[config.mk]
export PLATFORM = sky130hd
export DESIGN_NAME = twi_client_status_command
export DESIGN_NICKNAME = d
export VERILOG_FILES = /design/src/design/twi_client_pkg.sv /design/src/design/twi_client_status_command.sv
export SDC_FILE = /design/constraint.sdc
export NUM_CORES = 1
export LEC_CHECK = 0
export BUFFER_PORTS_ARGS = -buffer_cell sky130_fd_sc_hd__buf_2
export CAP_MARGIN = 5
export CORE_MARGIN = 2
export CORE_UTILIZATION = 54
export DETAILED_ROUTE_END_ITERATION = 8
export GPL_TIMING_DRIVEN = 0
export HOLD_SLACK_MARGIN = 0.02
export PLACE_DENSITY = 0.88
export SLEW_MARGIN = 20
export SYNTH_ARGS = -nofsm -noshare
export SYNTH_HDL_FRONTEND = slang
export SYNTH_SLANG_ARGS = --single-unit
[constraint.sdc]
create_clock -name clk -period 2 [get_ports clk]
set_clock_uncertainty 0.2 [all_clocks]
set_input_delay 0.4 -clock clk [delete_from_list [all_inputs] [get_ports clk]]
set_output_delay 0.4 -clock clk [all_outputs]
set_load 0.05 [all_outputs]
[src/design/twi_client_pkg.sv]
// constants, register map and states of the two-wire client status and command block
// ==========================================
// Summary of operation
// - complete code: acknowledge, then await start
// - complete code in host read: await start
// - response after address: acknowledge, then data
// - response after write data: acknowledge, receive
// - acknowledge bit latched before command runs
// - data-done flag set after clean byte
// - data-done flag also set on collision
// - data interrupt while flag and enable set
// - data access or command clears data-done
// - address/stop flag on match, or on stop while addressed
// - address/stop interrupt while flag and enable
// - data access or command clears address/stop
// - source bit: stop zero, address one
// - stretch clock on address match or finished byte, not on stop or collision
package twi_client_pkg;
  // ==========================================
  // register offsets
  localparam logic [7:0] OFS_CTRL_A  = 8'h09;
  localparam logic [7:0] OFS_CTRL_B  = 8'h0A;
  localparam logic [7:0] OFS_STATUS  = 8'h0B;
  localparam logic [7:0] OFS_ADDR    = 8'h0C;
  localparam logic [7:0] OFS_DATA    = 8'h0D;
  // ==========================================
  // field positions
  localparam int BIT_DATA_DONE  = 7;
  localparam int BIT_ADDR_STOP  = 6;
  localparam int BIT_STRETCH    = 5;
  localparam int BIT_RX_ACK     = 4;
  localparam int BIT_CLASH      = 3;
  localparam int BIT_BUS_ERR    = 2;
  localparam int BIT_DIR        = 1;
  localparam int BIT_SOURCE     = 0;
  localparam int BIT_DATA_IE    = 7;
  localparam int BIT_ADDR_IE    = 6;
  localparam int BIT_ENABLE     = 0;
  localparam int BIT_ACK_ACTION = 2;
  // ==========================================
  // reset values and command codes
  localparam logic [7:0] RST_CTRL_A = 8'h00;
  localparam logic [7:0] RST_STATUS = 8'h00;
  localparam logic [7:0] RST_ADDR   = 8'h00;
  localparam logic [7:0] RST_DATA   = 8'h00;
  localparam logic [1:0] CMD_COMPLETE = 2'h2;
  localparam logic [1:0] CMD_RESPONSE = 2'h3;
  localparam logic [3:0] BYTE_LAST    = 4'h7;
  localparam logic [3:0] BYTE_FULL    = 4'h8;
  // ==========================================
  // bus states and what follows the acknowledge slot
  typedef enum logic [2:0] {ST_IDLE, ST_ADDR, ST_HOLD, ST_ACK, ST_RX, ST_TX, ST_TXACK} bus_state_t;
  typedef enum logic [1:0] {AFTER_RX, AFTER_TX, AFTER_IDLE} after_ack_t;
endpackage

[src/design/twi_client_status_command.sv]
// two-wire client: bus engine, status flags, command field and register port
`timescale 1ns/100ps
`default_nettype none
module twi_client_status_command (
  input  wire logic       clk,
  input  wire logic       resetn,
  input  wire logic [7:0] regAddr,
  input  wire logic [7:0] regWdata,
  input  wire logic       regWrite,
  input  wire logic       regRead,
  output var  logic [7:0] regRdata,
  input  wire logic       sclIn,
  output var  logic       sclOut,
  output var  logic       sclOe,
  input  wire logic       sdaIn,
  output var  logic       sdaOut,
  output var  logic       sdaOe,
  output var  logic       dataIrq,
  output var  logic       addrIrq,
  output var  logic       irq
);
  import twi_client_pkg::*;

  // ==========================================
  // pin synchronisers and edge detection
  logic sclS1_reg, sclS2_reg, sclD_reg;
  logic sdaS1_reg, sdaS2_reg, sdaD_reg;
  always_ff @(posedge clk or negedge resetn) begin
    if (!resetn) begin
      sclS1_reg <= 1'b1;
      sclS2_reg <= 1'b1;
      sclD_reg  <= 1'b1;
      sdaS1_reg <= 1'b1;
      sdaS2_reg <= 1'b1;
      sdaD_reg  <= 1'b1;
    end else begin
      sclS1_reg <= sclIn;
      sclS2_reg <= sclS1_reg;
      sclD_reg  <= sclS2_reg;
      sdaS1_reg <= sdaIn;
      sdaS2_reg <= sdaS1_reg;
      sdaD_reg  <= sdaS2_reg;
    end
  end
  logic sclRise, sclFall, startSeen, stopSeen;
  assign sclRise   = sclS2_reg & ~sclD_reg;
  assign sclFall   = ~sclS2_reg & sclD_reg;
  // sda moving while scl stays high frames a transfer
  assign startSeen = sclS2_reg & sclD_reg & sdaD_reg & ~sdaS2_reg;
  assign stopSeen  = sclS2_reg & sclD_reg & ~sdaD_reg & sdaS2_reg;

  // ==========================================
  // register decode
  logic wrCtrlA, wrCtrlB, wrStatus, wrAddr, wrData, rdData;
  assign wrCtrlA  = regWrite && (regAddr == OFS_CTRL_A);
  assign wrCtrlB  = regWrite && (regAddr == OFS_CTRL_B);
  assign wrStatus = regWrite && (regAddr == OFS_STATUS);
  assign wrAddr   = regWrite && (regAddr == OFS_ADDR);
  assign wrData   = regWrite && (regAddr == OFS_DATA);
  assign rdData   = regRead && (regAddr == OFS_DATA);

  logic [7:0] ctrlA_reg, ownAddr_reg;
  logic       acknowledge_action_bit_reg, cmdStrobe_reg;
  logic [1:0] cmdCode_reg;
  always_ff @(posedge clk or negedge resetn) begin
    if (!resetn) begin
      ctrlA_reg   <= RST_CTRL_A;
      ownAddr_reg <= RST_ADDR;
    end else begin
      if (wrCtrlA) begin
        ctrlA_reg <= regWdata;
      end
      if (wrAddr) begin
        ownAddr_reg <= regWdata;
      end
    end
  end

  // acknowledge bit stored now, command acted on one cycle later
  always_ff @(posedge clk or negedge resetn) begin
    if (!resetn) begin
      acknowledge_action_bit_reg    <= 1'b0;
      cmdStrobe_reg <= 1'b0;
      cmdCode_reg   <= 2'h0;
    end else begin
      cmdStrobe_reg <= wrCtrlB;
      if (wrCtrlB) begin
        acknowledge_action_bit_reg  <= regWdata[BIT_ACK_ACTION];
        cmdCode_reg <= regWdata[1:0];
      end
    end
  end

  // ==========================================
  // bus engine
  bus_state_t state_reg;
  after_ack_t after_reg;
  logic [7:0] shift_reg, data_reg;
  logic [3:0] bitCnt_reg;
  logic       sclHold_reg, sdaDrive_reg, holdAddr_reg, addressed_reg;
  logic       dir_reg, received_acknowledge_flag_reg, srcFlag_reg;
  logic       doneSet_reg, addrSet_reg, clashSet_reg, busErrSet_reg;
  logic       doneFlag_reg, addrFlag_reg;
  logic       holdFlag, holdSet, holdGo, addrMatch;
  logic [1:0] holdCmd;

  assign holdFlag  = holdAddr_reg ? addrFlag_reg : doneFlag_reg;
  assign holdSet   = holdAddr_reg ? addrSet_reg : doneSet_reg;
  // a command wins; a flag cleared without one resumes as a response
  assign holdGo    = cmdStrobe_reg || (!holdFlag && !holdSet);
  assign holdCmd   = cmdStrobe_reg ? cmdCode_reg : CMD_RESPONSE;
  assign addrMatch = (shift_reg[7:1] == ownAddr_reg[7:1]) || ((shift_reg[7:1] == 7'h00) && ownAddr_reg[0]);

  always_ff @(posedge clk or negedge resetn) begin
    if (!resetn) begin
      state_reg     <= ST_IDLE;
      after_reg     <= AFTER_IDLE;
      shift_reg     <= 8'h00;
      data_reg      <= RST_DATA;
      bitCnt_reg    <= 4'h0;
      sclHold_reg   <= 1'b0;
      sdaDrive_reg  <= 1'b0;
      holdAddr_reg  <= 1'b0;
      addressed_reg <= 1'b0;
      dir_reg       <= 1'b0;
      received_acknowledge_flag_reg     <= 1'b0;
      srcFlag_reg   <= 1'b0;
      doneSet_reg   <= 1'b0;
      addrSet_reg   <= 1'b0;
      clashSet_reg  <= 1'b0;
      busErrSet_reg <= 1'b0;
    end else begin
      doneSet_reg   <= 1'b0;
      addrSet_reg   <= 1'b0;
      clashSet_reg  <= 1'b0;
      busErrSet_reg <= 1'b0;
      if (wrData) begin
        data_reg <= regWdata;
      end
      if (!ctrlA_reg[BIT_ENABLE]) begin
        state_reg     <= ST_IDLE;
        sclHold_reg   <= 1'b0;
        sdaDrive_reg  <= 1'b0;
        addressed_reg <= 1'b0;
      end else if (startSeen) begin
        state_reg    <= ST_ADDR;
        bitCnt_reg   <= 4'h0;
        sclHold_reg  <= 1'b0;
        sdaDrive_reg <= 1'b0;
      end else if (stopSeen) begin
        state_reg     <= ST_IDLE;
        sdaDrive_reg  <= 1'b0;
        addressed_reg <= 1'b0;
        // start then stop with no address bit between is illegal
        busErrSet_reg <= (state_reg == ST_ADDR) && (bitCnt_reg == 4'h0);
        if (addressed_reg) begin
          addrSet_reg <= 1'b1;
          srcFlag_reg <= 1'b0;
        end
      end else begin
        case (state_reg)
          ST_IDLE: begin
            sclHold_reg <= 1'b0;
          end
          ST_ADDR: begin
            if (sclRise) begin
              shift_reg  <= {shift_reg[6:0], sdaS2_reg};
              bitCnt_reg <= bitCnt_reg + 4'h1;
            end else if (sclFall && bitCnt_reg == BYTE_FULL) begin
              if (addrMatch) begin
                addressed_reg <= 1'b1;
                dir_reg       <= shift_reg[0];
                addrSet_reg   <= 1'b1;
                srcFlag_reg   <= 1'b1;
                sclHold_reg   <= 1'b1;
                holdAddr_reg  <= 1'b1;
                state_reg     <= ST_HOLD;
              end else begin
                state_reg <= ST_IDLE;
              end
            end
          end
          ST_HOLD: begin
            if (holdGo) begin
              sclHold_reg <= 1'b0;
              if (!holdAddr_reg && dir_reg) begin
                // host read: no acknowledge slot of ours is pending
                if (holdCmd == CMD_COMPLETE) begin
                  state_reg <= ST_IDLE;
                end else begin
                  state_reg    <= ST_TX;
                  shift_reg    <= data_reg;
                  sdaDrive_reg <= ~data_reg[7];
                  bitCnt_reg   <= 4'h0;
                end
              end else begin
                state_reg    <= ST_ACK;
                sdaDrive_reg <= ~acknowledge_action_bit_reg;
                if (holdCmd == CMD_COMPLETE) begin
                  after_reg <= AFTER_IDLE;
                end else if (holdAddr_reg && dir_reg) begin
                  after_reg <= AFTER_TX;
                end else begin
                  after_reg <= AFTER_RX;
                end
              end
            end
          end
          ST_ACK: begin
            if (sclFall) begin
              sdaDrive_reg <= 1'b0;
              bitCnt_reg   <= 4'h0;
              if (after_reg == AFTER_IDLE || acknowledge_action_bit_reg) begin
                state_reg <= ST_IDLE;
              end else if (after_reg == AFTER_TX) begin
                state_reg    <= ST_TX;
                shift_reg    <= data_reg;
                sdaDrive_reg <= ~data_reg[7];
              end else begin
                state_reg <= ST_RX;
              end
            end
          end
          ST_RX: begin
            if (sclRise) begin
              shift_reg  <= {shift_reg[6:0], sdaS2_reg};
              bitCnt_reg <= bitCnt_reg + 4'h1;
            end else if (sclFall && bitCnt_reg == BYTE_FULL) begin
              data_reg     <= shift_reg;
              doneSet_reg  <= 1'b1;
              sclHold_reg  <= 1'b1;
              holdAddr_reg <= 1'b0;
              state_reg    <= ST_HOLD;
            end
          end
          ST_TX: begin
            if (sclRise && !sdaDrive_reg && !sdaS2_reg) begin
              // lost a released high bit: end the byte and let software look
              clashSet_reg <= 1'b1;
              doneSet_reg  <= 1'b1;
              state_reg   <= ST_IDLE;
            end else if (sclFall) begin
              bitCnt_reg <= bitCnt_reg + 4'h1;
              if (bitCnt_reg == BYTE_LAST) begin
                sdaDrive_reg <= 1'b0;
                state_reg    <= ST_TXACK;
              end else begin
                shift_reg    <= {shift_reg[6:0], 1'b0};
                sdaDrive_reg <= ~shift_reg[6];
              end
            end
          end
          ST_TXACK: begin
            if (sclRise) begin
              received_acknowledge_flag_reg <= sdaS2_reg;
            end else if (sclFall) begin
              doneSet_reg  <= 1'b1;
              sclHold_reg  <= 1'b1;
              holdAddr_reg <= 1'b0;
              state_reg    <= ST_HOLD;
            end
          end
          default: begin
            state_reg <= ST_IDLE;
          end
        endcase
      end
    end
  end

  // ==========================================
  // status flags: hardware set beats any clear in the same cycle
  logic autoClear, clash_reg, bus_error_flag_reg;
  assign autoClear = wrData || rdData || wrCtrlB;
  always_ff @(posedge clk or negedge resetn) begin
    if (!resetn) begin
      doneFlag_reg <= RST_STATUS[BIT_DATA_DONE];
      addrFlag_reg <= RST_STATUS[BIT_ADDR_STOP];
      clash_reg    <= RST_STATUS[BIT_CLASH];
      bus_error_flag_reg   <= RST_STATUS[BIT_BUS_ERR];
    end else begin
      if (doneSet_reg) begin
        doneFlag_reg <= 1'b1;
      end else if (autoClear || (wrStatus && regWdata[BIT_DATA_DONE])) begin
        doneFlag_reg <= 1'b0;
      end
      if (addrSet_reg) begin
        addrFlag_reg <= 1'b1;
      end else if (autoClear || (wrStatus && regWdata[BIT_ADDR_STOP])) begin
        addrFlag_reg <= 1'b0;
      end
      if (clashSet_reg) begin
        clash_reg <= 1'b1;
      end else if (startSeen || (wrStatus && regWdata[BIT_CLASH])) begin
        clash_reg <= 1'b0;
      end
      if (busErrSet_reg) begin
        bus_error_flag_reg <= 1'b1;
      end else if (wrStatus && regWdata[BIT_BUS_ERR]) begin
        bus_error_flag_reg <= 1'b0;
      end
    end
  end

  // ==========================================
  // read port, interrupts and pins
  logic [7:0] statusView;
  // read-only fields come from bus state only
  assign statusView = {doneFlag_reg, addrFlag_reg, sclHold_reg, received_acknowledge_flag_reg, clash_reg, bus_error_flag_reg, dir_reg, srcFlag_reg};
  always_ff @(posedge clk or negedge resetn) begin
    if (!resetn) begin
      regRdata <= 8'h00;
    end else if (regRead) begin
      case (regAddr)
        OFS_CTRL_A: regRdata <= ctrlA_reg;
        OFS_CTRL_B: regRdata <= {5'h00, acknowledge_action_bit_reg, 2'h0};
        OFS_STATUS: regRdata <= statusView;
        OFS_ADDR:   regRdata <= ownAddr_reg;
        OFS_DATA:   regRdata <= data_reg;
        default:    regRdata <= 8'h00;
      endcase
    end else begin
      regRdata <= 8'h00;
    end
  end

  always_ff @(posedge clk or negedge resetn) begin
    if (!resetn) begin
      dataIrq <= 1'b0;
      addrIrq <= 1'b0;
      irq     <= 1'b0;
      sclOut  <= 1'b0;
      sdaOut  <= 1'b0;
      sclOe   <= 1'b0;
      sdaOe   <= 1'b0;
    end else begin
      dataIrq <= doneFlag_reg && ctrlA_reg[BIT_DATA_IE];
      addrIrq <= addrFlag_reg && ctrlA_reg[BIT_ADDR_IE];
      irq     <= (doneFlag_reg && ctrlA_reg[BIT_DATA_IE]) || (addrFlag_reg && ctrlA_reg[BIT_ADDR_IE]);
      // open drain: only ever pull low
      sclOut  <= 1'b0;
      sdaOut  <= 1'b0;
      sclOe   <= sclHold_reg;
      sdaOe   <= sdaDrive_reg;
    end
  end
endmodule
`default_nettype wire

* Yosys cells after proc, flatten, opt, wreduce, memory -nomap -nowiden
Cells that the tools add are included.
** Cells by class
- Add/subtract/negate cells :: 1
- Equality and inequality tests :: 74
- Multiplexer cells :: 123
- Bitwise gates (word level) :: 18
- Reduce and logical (&&, ||, !) cells :: 59
** Operator list (number)
- 8-bit 2-to-1 mux :: 18
- 1-bit 2-to-1 mux :: 68
- 3-bit 2-to-1 mux :: 17
- 5-bit != test (second input constant) :: 9
- 8-bit by 4-bit equality test with 1-bit output (second input constant) :: 5
- 8-bit one-hot mux with 5 select lines :: 1
- 4-bit 2-to-1 mux :: 9
- 2-bit != test (second input constant) :: 17
- 4-bit != test (second input constant) :: 8
- 8-bit one-hot mux with 4 select lines :: 1
- 3-bit != test (second input constant) :: 8
- 11-bit AND reduction :: 2
- 3-bit one-hot mux with 7 select lines :: 1
- 1-bit logical AND :: 20
- 10-bit AND reduction :: 2
- 6-bit != test (second input constant) :: 3
- 4-bit one-hot mux with 4 select lines :: 1
- 14-bit AND reduction :: 1
- 7-bit AND reduction :: 2
- 2-bit nonzero test :: 7
- 6-bit AND reduction :: 2
- 1-bit inverter :: 11
- 5-bit AND reduction :: 2
- 3-bit equality test (second input constant) :: 3
- 28 further kinds :: 57
** Word-level totals
- Register bits after elaboration :: 79
- Bits of input ports :: 22
- Output and inout port bits :: 15
- Word-level logic and storage cells :: 312

* Longest topological paths before layout
Gate-level depths: netlist of the first run.
- Depth in word-level cells :: 10
- Mapped depth :: 9
- Gate-level depth less buffers :: 7

* Worst setup path after synthesis of the first run
No wires, ideal clock.
- Kind :: register to register
- Start point :: reg sclS2_reg
- End point :: reg shift_reg[0]
- Setup time :: 125 ps
- Data arrival time :: 1918 ps
- Required time :: 1675 ps
- Path slack :: -242 ps
- Cell stages (with the launch flop) :: 7
- Buffers on the path :: 1
- Clock period less this slack :: 2242 ps
- Cells stage by stage :: dfstp_2 > clkbuf_2 > or4b_1 > a21oi_1 > o21ai_0 > nand4_4 > mux2_2
** Between the ends
- Longest elaborated chain between the ends :: 5
- Elaborated cells between the ends (all ways) :: 17
- Classes of those cells :: eq/ne: 4; bitwise: 10; reduce/logical: 3
** RTL lines
- from (decl) :: RTL line twi_client_status_command.sv:26 : logic sclS1_reg, sclS2_reg, sclD_reg;
- from (signal assigned) :: RTL line twi_client_status_command.sv:38 : sclS2_reg <= sclS1_reg;
- 1-bit AND (on tied branches) :: RTL line twi_client_status_command.sv:46, twi_client_status_command.sv:49, twi_client_status_command.sv:50
- 1-bit logical AND (tied with other cells) (2 in series) :: RTL line twi_client_status_command.sv:237 : if (sclRise && !sdaDrive_reg && !sdaS2_reg) begin
- 2-bit != test (no line) / 1-bit inverter (equally long branches)
- 14-bit AND reduction (no line) (*)
- to (signal assigned) :: RTL line twi_client_status_command.sv:217 : shift_reg <= data_reg;
- to (signal assigned) :: RTL line twi_client_status_command.sv:226 : shift_reg <= {shift_reg[6:0], sdaS2_reg};
- to (signal assigned) :: RTL line twi_client_status_command.sv:248 : shift_reg <= {shift_reg[6:0], 1'b0};
- to (decl) :: RTL line twi_client_status_command.sv:98 : logic [7:0] shift_reg, data_reg;
Mark *: on every way between the ends. The rest lies on a longest branch, timed or not.
A chain may end at the register's enable or synchronous reset.

* Worst setup path after layout of the first run
Same ends and word-level chain as after synthesis.

==> results.tsv, run 1 <==
metric	value	unit
cts_tree	yes	
min_period	2.277	ns
rows	32	
drv_cap	0	
place_area	4599	um^2
syn_inst	396	
critical_path_arrival	2.31	ns
io_pins	37	
dieArea	8606	um^2
finalSetupViolations	27	
cpLargestDelayFamily	simple AND/OR/NAND/NOR gates	
maxSlewViolCount	0	
ys_ff_latch	79	
required	2.04	ns
num_vias	3834	
end_kind	flip-flop	
die_x	92.77	um
finish.utilization	71.99	%
cts_made_buffers	9	
critPathSlowestCell	dfstp_2	
clock_sinks	79	
avgSynthCellArea	10.75	um^2
nets	504	
ir_drop	357.1	uV
cts.clk_slew.worst_paths	0.09	ns
grt-ovfl-total	0	
gp_congestion	0.9108	
leakage	2.557	nW
route.detailed.drc	0	
postLayoutSetupSlackWorst	-0.2772	ns
synth_area_leader_cell	dfrtp_1	
synth.most_common_cell	dfrtp_1	
finalHoldViolCount	0	
p_total	3.213	mW
relSlewSlack	58.20	%
syn-cell-area	4255	um^2
fp.dieH	92.77	um
num_antenna_cells	0	
path_class	reg -> reg	
outcome	complete, but fails checks	
cpPeakStageDelay	0.55	ns
path_buf_inv	1	
crit_path_start_kind	flip-flop	
grt_pass1_vias	3766	
grtUsageTotal	29.78	%
grt_start_max_net_pins	52	
crit_fanout	8	
ys_top_cells_by_count	72 x dfrtp_1, 32 x nand2_1, 31 x mux2_2, 26 x a21oi_1, 19 x nor2_1	
fmax	0.4391	GHz
clockBufferDepth	2	
worstMarginPinSlew	0.6269	ns
grt_antenna_before_repair	0	
clock_latency	0.36	ns
start_util	55.35	%
cp_cell_sequence	buf_8 > or4b_4 > a21oi_2 > o21ai_2 > nand4_4 > mux2_4	
drt_iter0_markers	568	
grt_pass1_wl	19590	um
p_per_area	580.6	nW/um^2
via_per_inst	6.532	
setup_tns	-4.042	ns
synth_seq_area_share	46.66	%
io_buffers	30	
fin_crit_sh	113.9	%
async_flop_share	100.0	%
hold_path_class	in -> reg	
yosysTopAreaCellShare	42.34	%
root_buffer	clkbuf_8	
grt_setup_unrepaired	yes	
final_area	5534	um^2
failed_checks	negative setup slack	
yosysUniqueCellTypes	73	
synth_warnings	0	
core-area	7687	um^2
area_growth	30.05	%
final_layout_size_suffix_gt1_share	46.60	%
routed_wirelength	12960	um
post_drt_wl_per_cell	22.07	um
drt-pass1-iter-count	6	
synth_area_leaders	dfrtp_1 42%, mux2_2 8.2%, dfstp_2 4.3%	
cts.htree.levels	3	
final_antenna_net_count	0	
synth_ff_type	dfrtp_1	
synth-edff-count	0	
dp_hpwl	7476	um
==> layout make-up <==
type                    count  area [um^2]
multi-input cells         285         2445
fillers                   498         2153
flip-flops and latches     79         1989
repair buffers             74        570.5
plain buffers              22        163.9
clock buffers              10        137.6
well taps                 102        127.6
clock inverters             6        66.31
inverters                   9        33.78
==> kinds of logic after synthesis <==
kind of cell / share of synthesized area (%)
other: 0.08812
AO/OA/AOI/OAI: 15.94
XOR/XNOR: 2.029
AND/OR/NAND/NOR: 18.88
adder cells (fa/ha/maj): 0.5880
flip-flops: 46.66
buffers and inverters: 3.734
multiplexers: 12.08
==> layer usage <==
metal | vias to the layer above | global-route usage (%) | wire, um
li1 | 1628 | - | -
met1 | 1874 | 38.26 | 5038
met2 | 264 | 47.89 | 6149
met3 | 68 | 5.533 | 1132
met4 | 0 | 15.81 | 636
met5 | - | 0 | 0
==> final timing paths <==
kind                        startpoint             end  slack [ns]  depth (start not counted)
setup / recovery             sclS2_reg    shift_reg[0]       -0.28                          6
hold reg to reg              sclS1_reg       sclS2_reg        0.16                          0
setup reg to reg             sclS2_reg    shift_reg[0]       -0.28                          6
hold / removal             regWdata[4]  ownAddr_reg[4]        0.11                          2
max in group asynchronous       resetn    after_reg[1]        0.68                          3
min in group asynchronous       resetn    ctrlA_reg[4]        0.29                          2
==> cell usage in the layout, fill, tap and decap left out, types with 7 or more instances in the layout <==
cell      instances
nand2b_1         10
a21oi_2          11
mux2_2           25
clkbuf_8         10
buf_6             7
buf_4            38
inv_1             7
nor2_4            7
dfstp_2           7
nor2_1           11
mux2_4            7
buf_2            36
a21oi_1          14
nand2_1          29
mux2i_1          12
nand3_1           9
dfrtp_1          69
a222oi_1          7
==> where the power goes <==
part	internal (mW)	leakage (nW)	total [mW]	switching, mW
Clock	0.618	0.107	1.24	0.624
Sequential	1.63	1.03	1.66	0.0289
Combinational	0.131	1.42	0.309	0.178
Total	2.38	2.56	3.21	0.830
==> stage by stage <==
stage | hold WS (ns) | instances | setup WS (ns)
after global placement | 0.1460 | 529 | -0.5674
after detailed placement | 0.1476 | 530 | -0.5751
after global routing | 0.1108 | 587 | -0.3199
after floorplan | -0.09559 | 397 | -0.1576
final | 0.1061 | 587 | -0.2772
after CTS | 0.1009 | 575 | -0.2603
==> timing repair <==
action / in CTS / in global routing
pin swaps: 16 / 25
buffers inserted: 26 / 13
setup endpoints to repair: 51 / 46
cloned: 1 / 0
hold buffers: 3 / 0
hold endpoints to repair: 24 / 0
resized for setup: 58 / 49
Note: power is estimated with default switching activity, not from simulation.
==> run 2: changes to the inputs <==
--- a/config.mk
+++ b/config.mk
@@ -7,7 +7,7 @@
 export LEC_CHECK = 0
 export BUFFER_PORTS_ARGS = -buffer_cell sky130_fd_sc_hd__buf_2
 export CAP_MARGIN = 5
-export CORE_MARGIN = 2
+export CORE_MARGIN = 5
 export CORE_UTILIZATION = 54
 export DETAILED_ROUTE_END_ITERATION = 8
 export GPL_TIMING_DRIVEN = 0
==> run 2 against run 1 <==
Largest cell class unchanged. Global-route usage decreased by 1.6 points. Fmax decreased by 0.56%. Final area increased by 1.8%. Clock power increased by 6%. The run still ends with negative setup slack left. Worst hold slack got worse by 0.015 ns. Routed wire length increased by 11%. Critical path depth increased by 1. Die area increased by 13%.
==> results.tsv, run 2 (same netlist as run 1, synthesis figures left out) <==
metric	value	unit
final_antenna_net_count	0	
routed_wirelength	14390	um
placed_cells	530	
clkPwrFrac	39.8	%
outcome	complete, but fails checks	
p_sw_share	27.00	%
relSlewSlack	56.68	%
root_buffer	clkbuf_8	
required	2.05	ns
critical_path_arrival	2.34	ns
finalSetupViolations	30	
num_vias	4116	
regArea	1989	um^2
setup_tns	-5.003	ns
clock_latency	0.37	ns
worstMarginPinSlew	0.6498	ns
grt_pass1_vias	3977	
path_class	reg -> reg	
start_util	55.35	%
share_seq_of_total_power	50.6	%
failed_checks	negative setup slack	
maxSlewViolCount	0	
grt_setup_unrepaired	yes	
final_layout_size_suffix_gt1_share	47.46	%
grt_antenna_before_repair	0	
ir_drop	311.8	uV
fillers	466	
mostFrequentLayoutCell	dfrtp_1	
place_area	4592	um^2
nets	512	
area_growth	32.40	%
drt_iter0_markers	573	
leakage	2.593	nW
cts.htree.levels	3	
drv_cap	0	
via_per_inst	6.918	
cts_made_buffers	9	
netSwitchingPower	0.8886	mW
grt-ovfl-total	0	
final_area	5634	um^2
route.detailed.drc	0	
p_per_area	584.1	nW/um^2
p_total	3.291	mW
fp.dieH	98.77	um
hold_path_class	in -> reg	
rows	32	
multi_input_area	2480	um^2
fmax	0.4367	GHz
die_x	98.77	um
post_drt_wl_per_cell	24.19	um
min_period	2.290	ns
fin_cells	595	
crit_path_start_kind	flip-flop	
cts_tree	yes	
end_kind	flip-flop	
io_pins	37	
gp_congestion	0.8644	
core-area	7687	um^2
num_antenna_cells	0	
io_buffers	30	
grtUsageTotal	28.22	%
grt_start_max_net_pins	45	
fin_crit_sh	114.5	%
dp_hpwl	7650	um
clock_sinks	79	
cts.clk_slew.worst_paths	0.09	ns
power_frac_comb	9.6	%
drt-pass1-iter-count	6	
layout_common_cells	69 x dfrtp_1, 47 x buf_4, 34 x buf_2	
dieArea	9756	um^2
grt_pass1_wl	21650	um
finalHoldViolCount	0	
dp_slack	-0.6014	ns
postLayoutSetupSlackWorst	-0.2899	ns
clockBufferDepth	2	
crit_fanout	8	
p_int	2.402	mW
[run 2: metal layers]
metal	track usage, %	routed length (um)	vias to the layer above
met5	0	0	-
met4	15.65	1018	0
met3	3.609	1411	109
met2	45.82	6827	357
met1	36.54	5135	1995
li1	-	-	1655
[run 2: timing repair]
item,in CTS,in global routing
cloned,1,0
pin swaps,21,18
setup endpoints to repair,51,45
hold buffers,3,0
setup buffers,32,16
endpoints found under the hold margin,36,0
resized for setup,72,38
[run 2: worst max-delay path, stage by stage, from the launching register on]
cell and delay [ns]:
dfrtp_1 0.42, buf_4 0.16, ha_2 0.19, nand3b_1 0.25, a21oi_4 0.10, o21ai_2 0.21, nand4_4 0.26, mux2_4 0.38
[run 2: worst paths after layout]
path	startpoint	end	slack, ns	cells past startpoint
setup / recovery	bitCnt_reg[0]	shift_reg[7]	-0.29	7
hold / removal	regWdata[4]	ctrlA_reg[4]	0.09	2
setup reg to reg	bitCnt_reg[0]	shift_reg[7]	-0.29	7
hold reg to reg	sdaS1_reg	sdaS2_reg	0.17	0
max in group asynchronous	resetn	sdaD_reg	0.62	3
min in group asynchronous	resetn	ownAddr_reg[4]	0.32	2
[run 2: power by group through the flow]
stage	logic (mW)	clock network [mW]	registers [mW]
6_report	0.316	1.31	1.67
5_1_grt	0.338	1.36	1.67
4_1_cts	0.270	1.30	1.66
3_5_place_dp	0.225	0	1.69
3_3_place_gp	0.213	0	1.69
2_1_floorplan	0.132	0	1.68
[run 2: layout make-up]
type	count	area share, %
multi-input combinational	285	44.02
sequential	79	35.31
timing repair buffer	82	11.06
buffer	22	2.887
clock buffer	10	2.443
tap	102	2.265
clock inverter	6	1.355
inverter	9	0.6662
[run 2: through the flow]
step | hold slack [ns] | utilization [%]
2_1_floorplan | -0.09559 | -
3_3_place_gp | 0.1455 | 59.44
3_5_place_dp | 0.1468 | 59.73
4_1_cts | 0.09101 | 69.71
5_1_grt | 0.1017 | 73.29
6_report | 0.09150 | 73.29
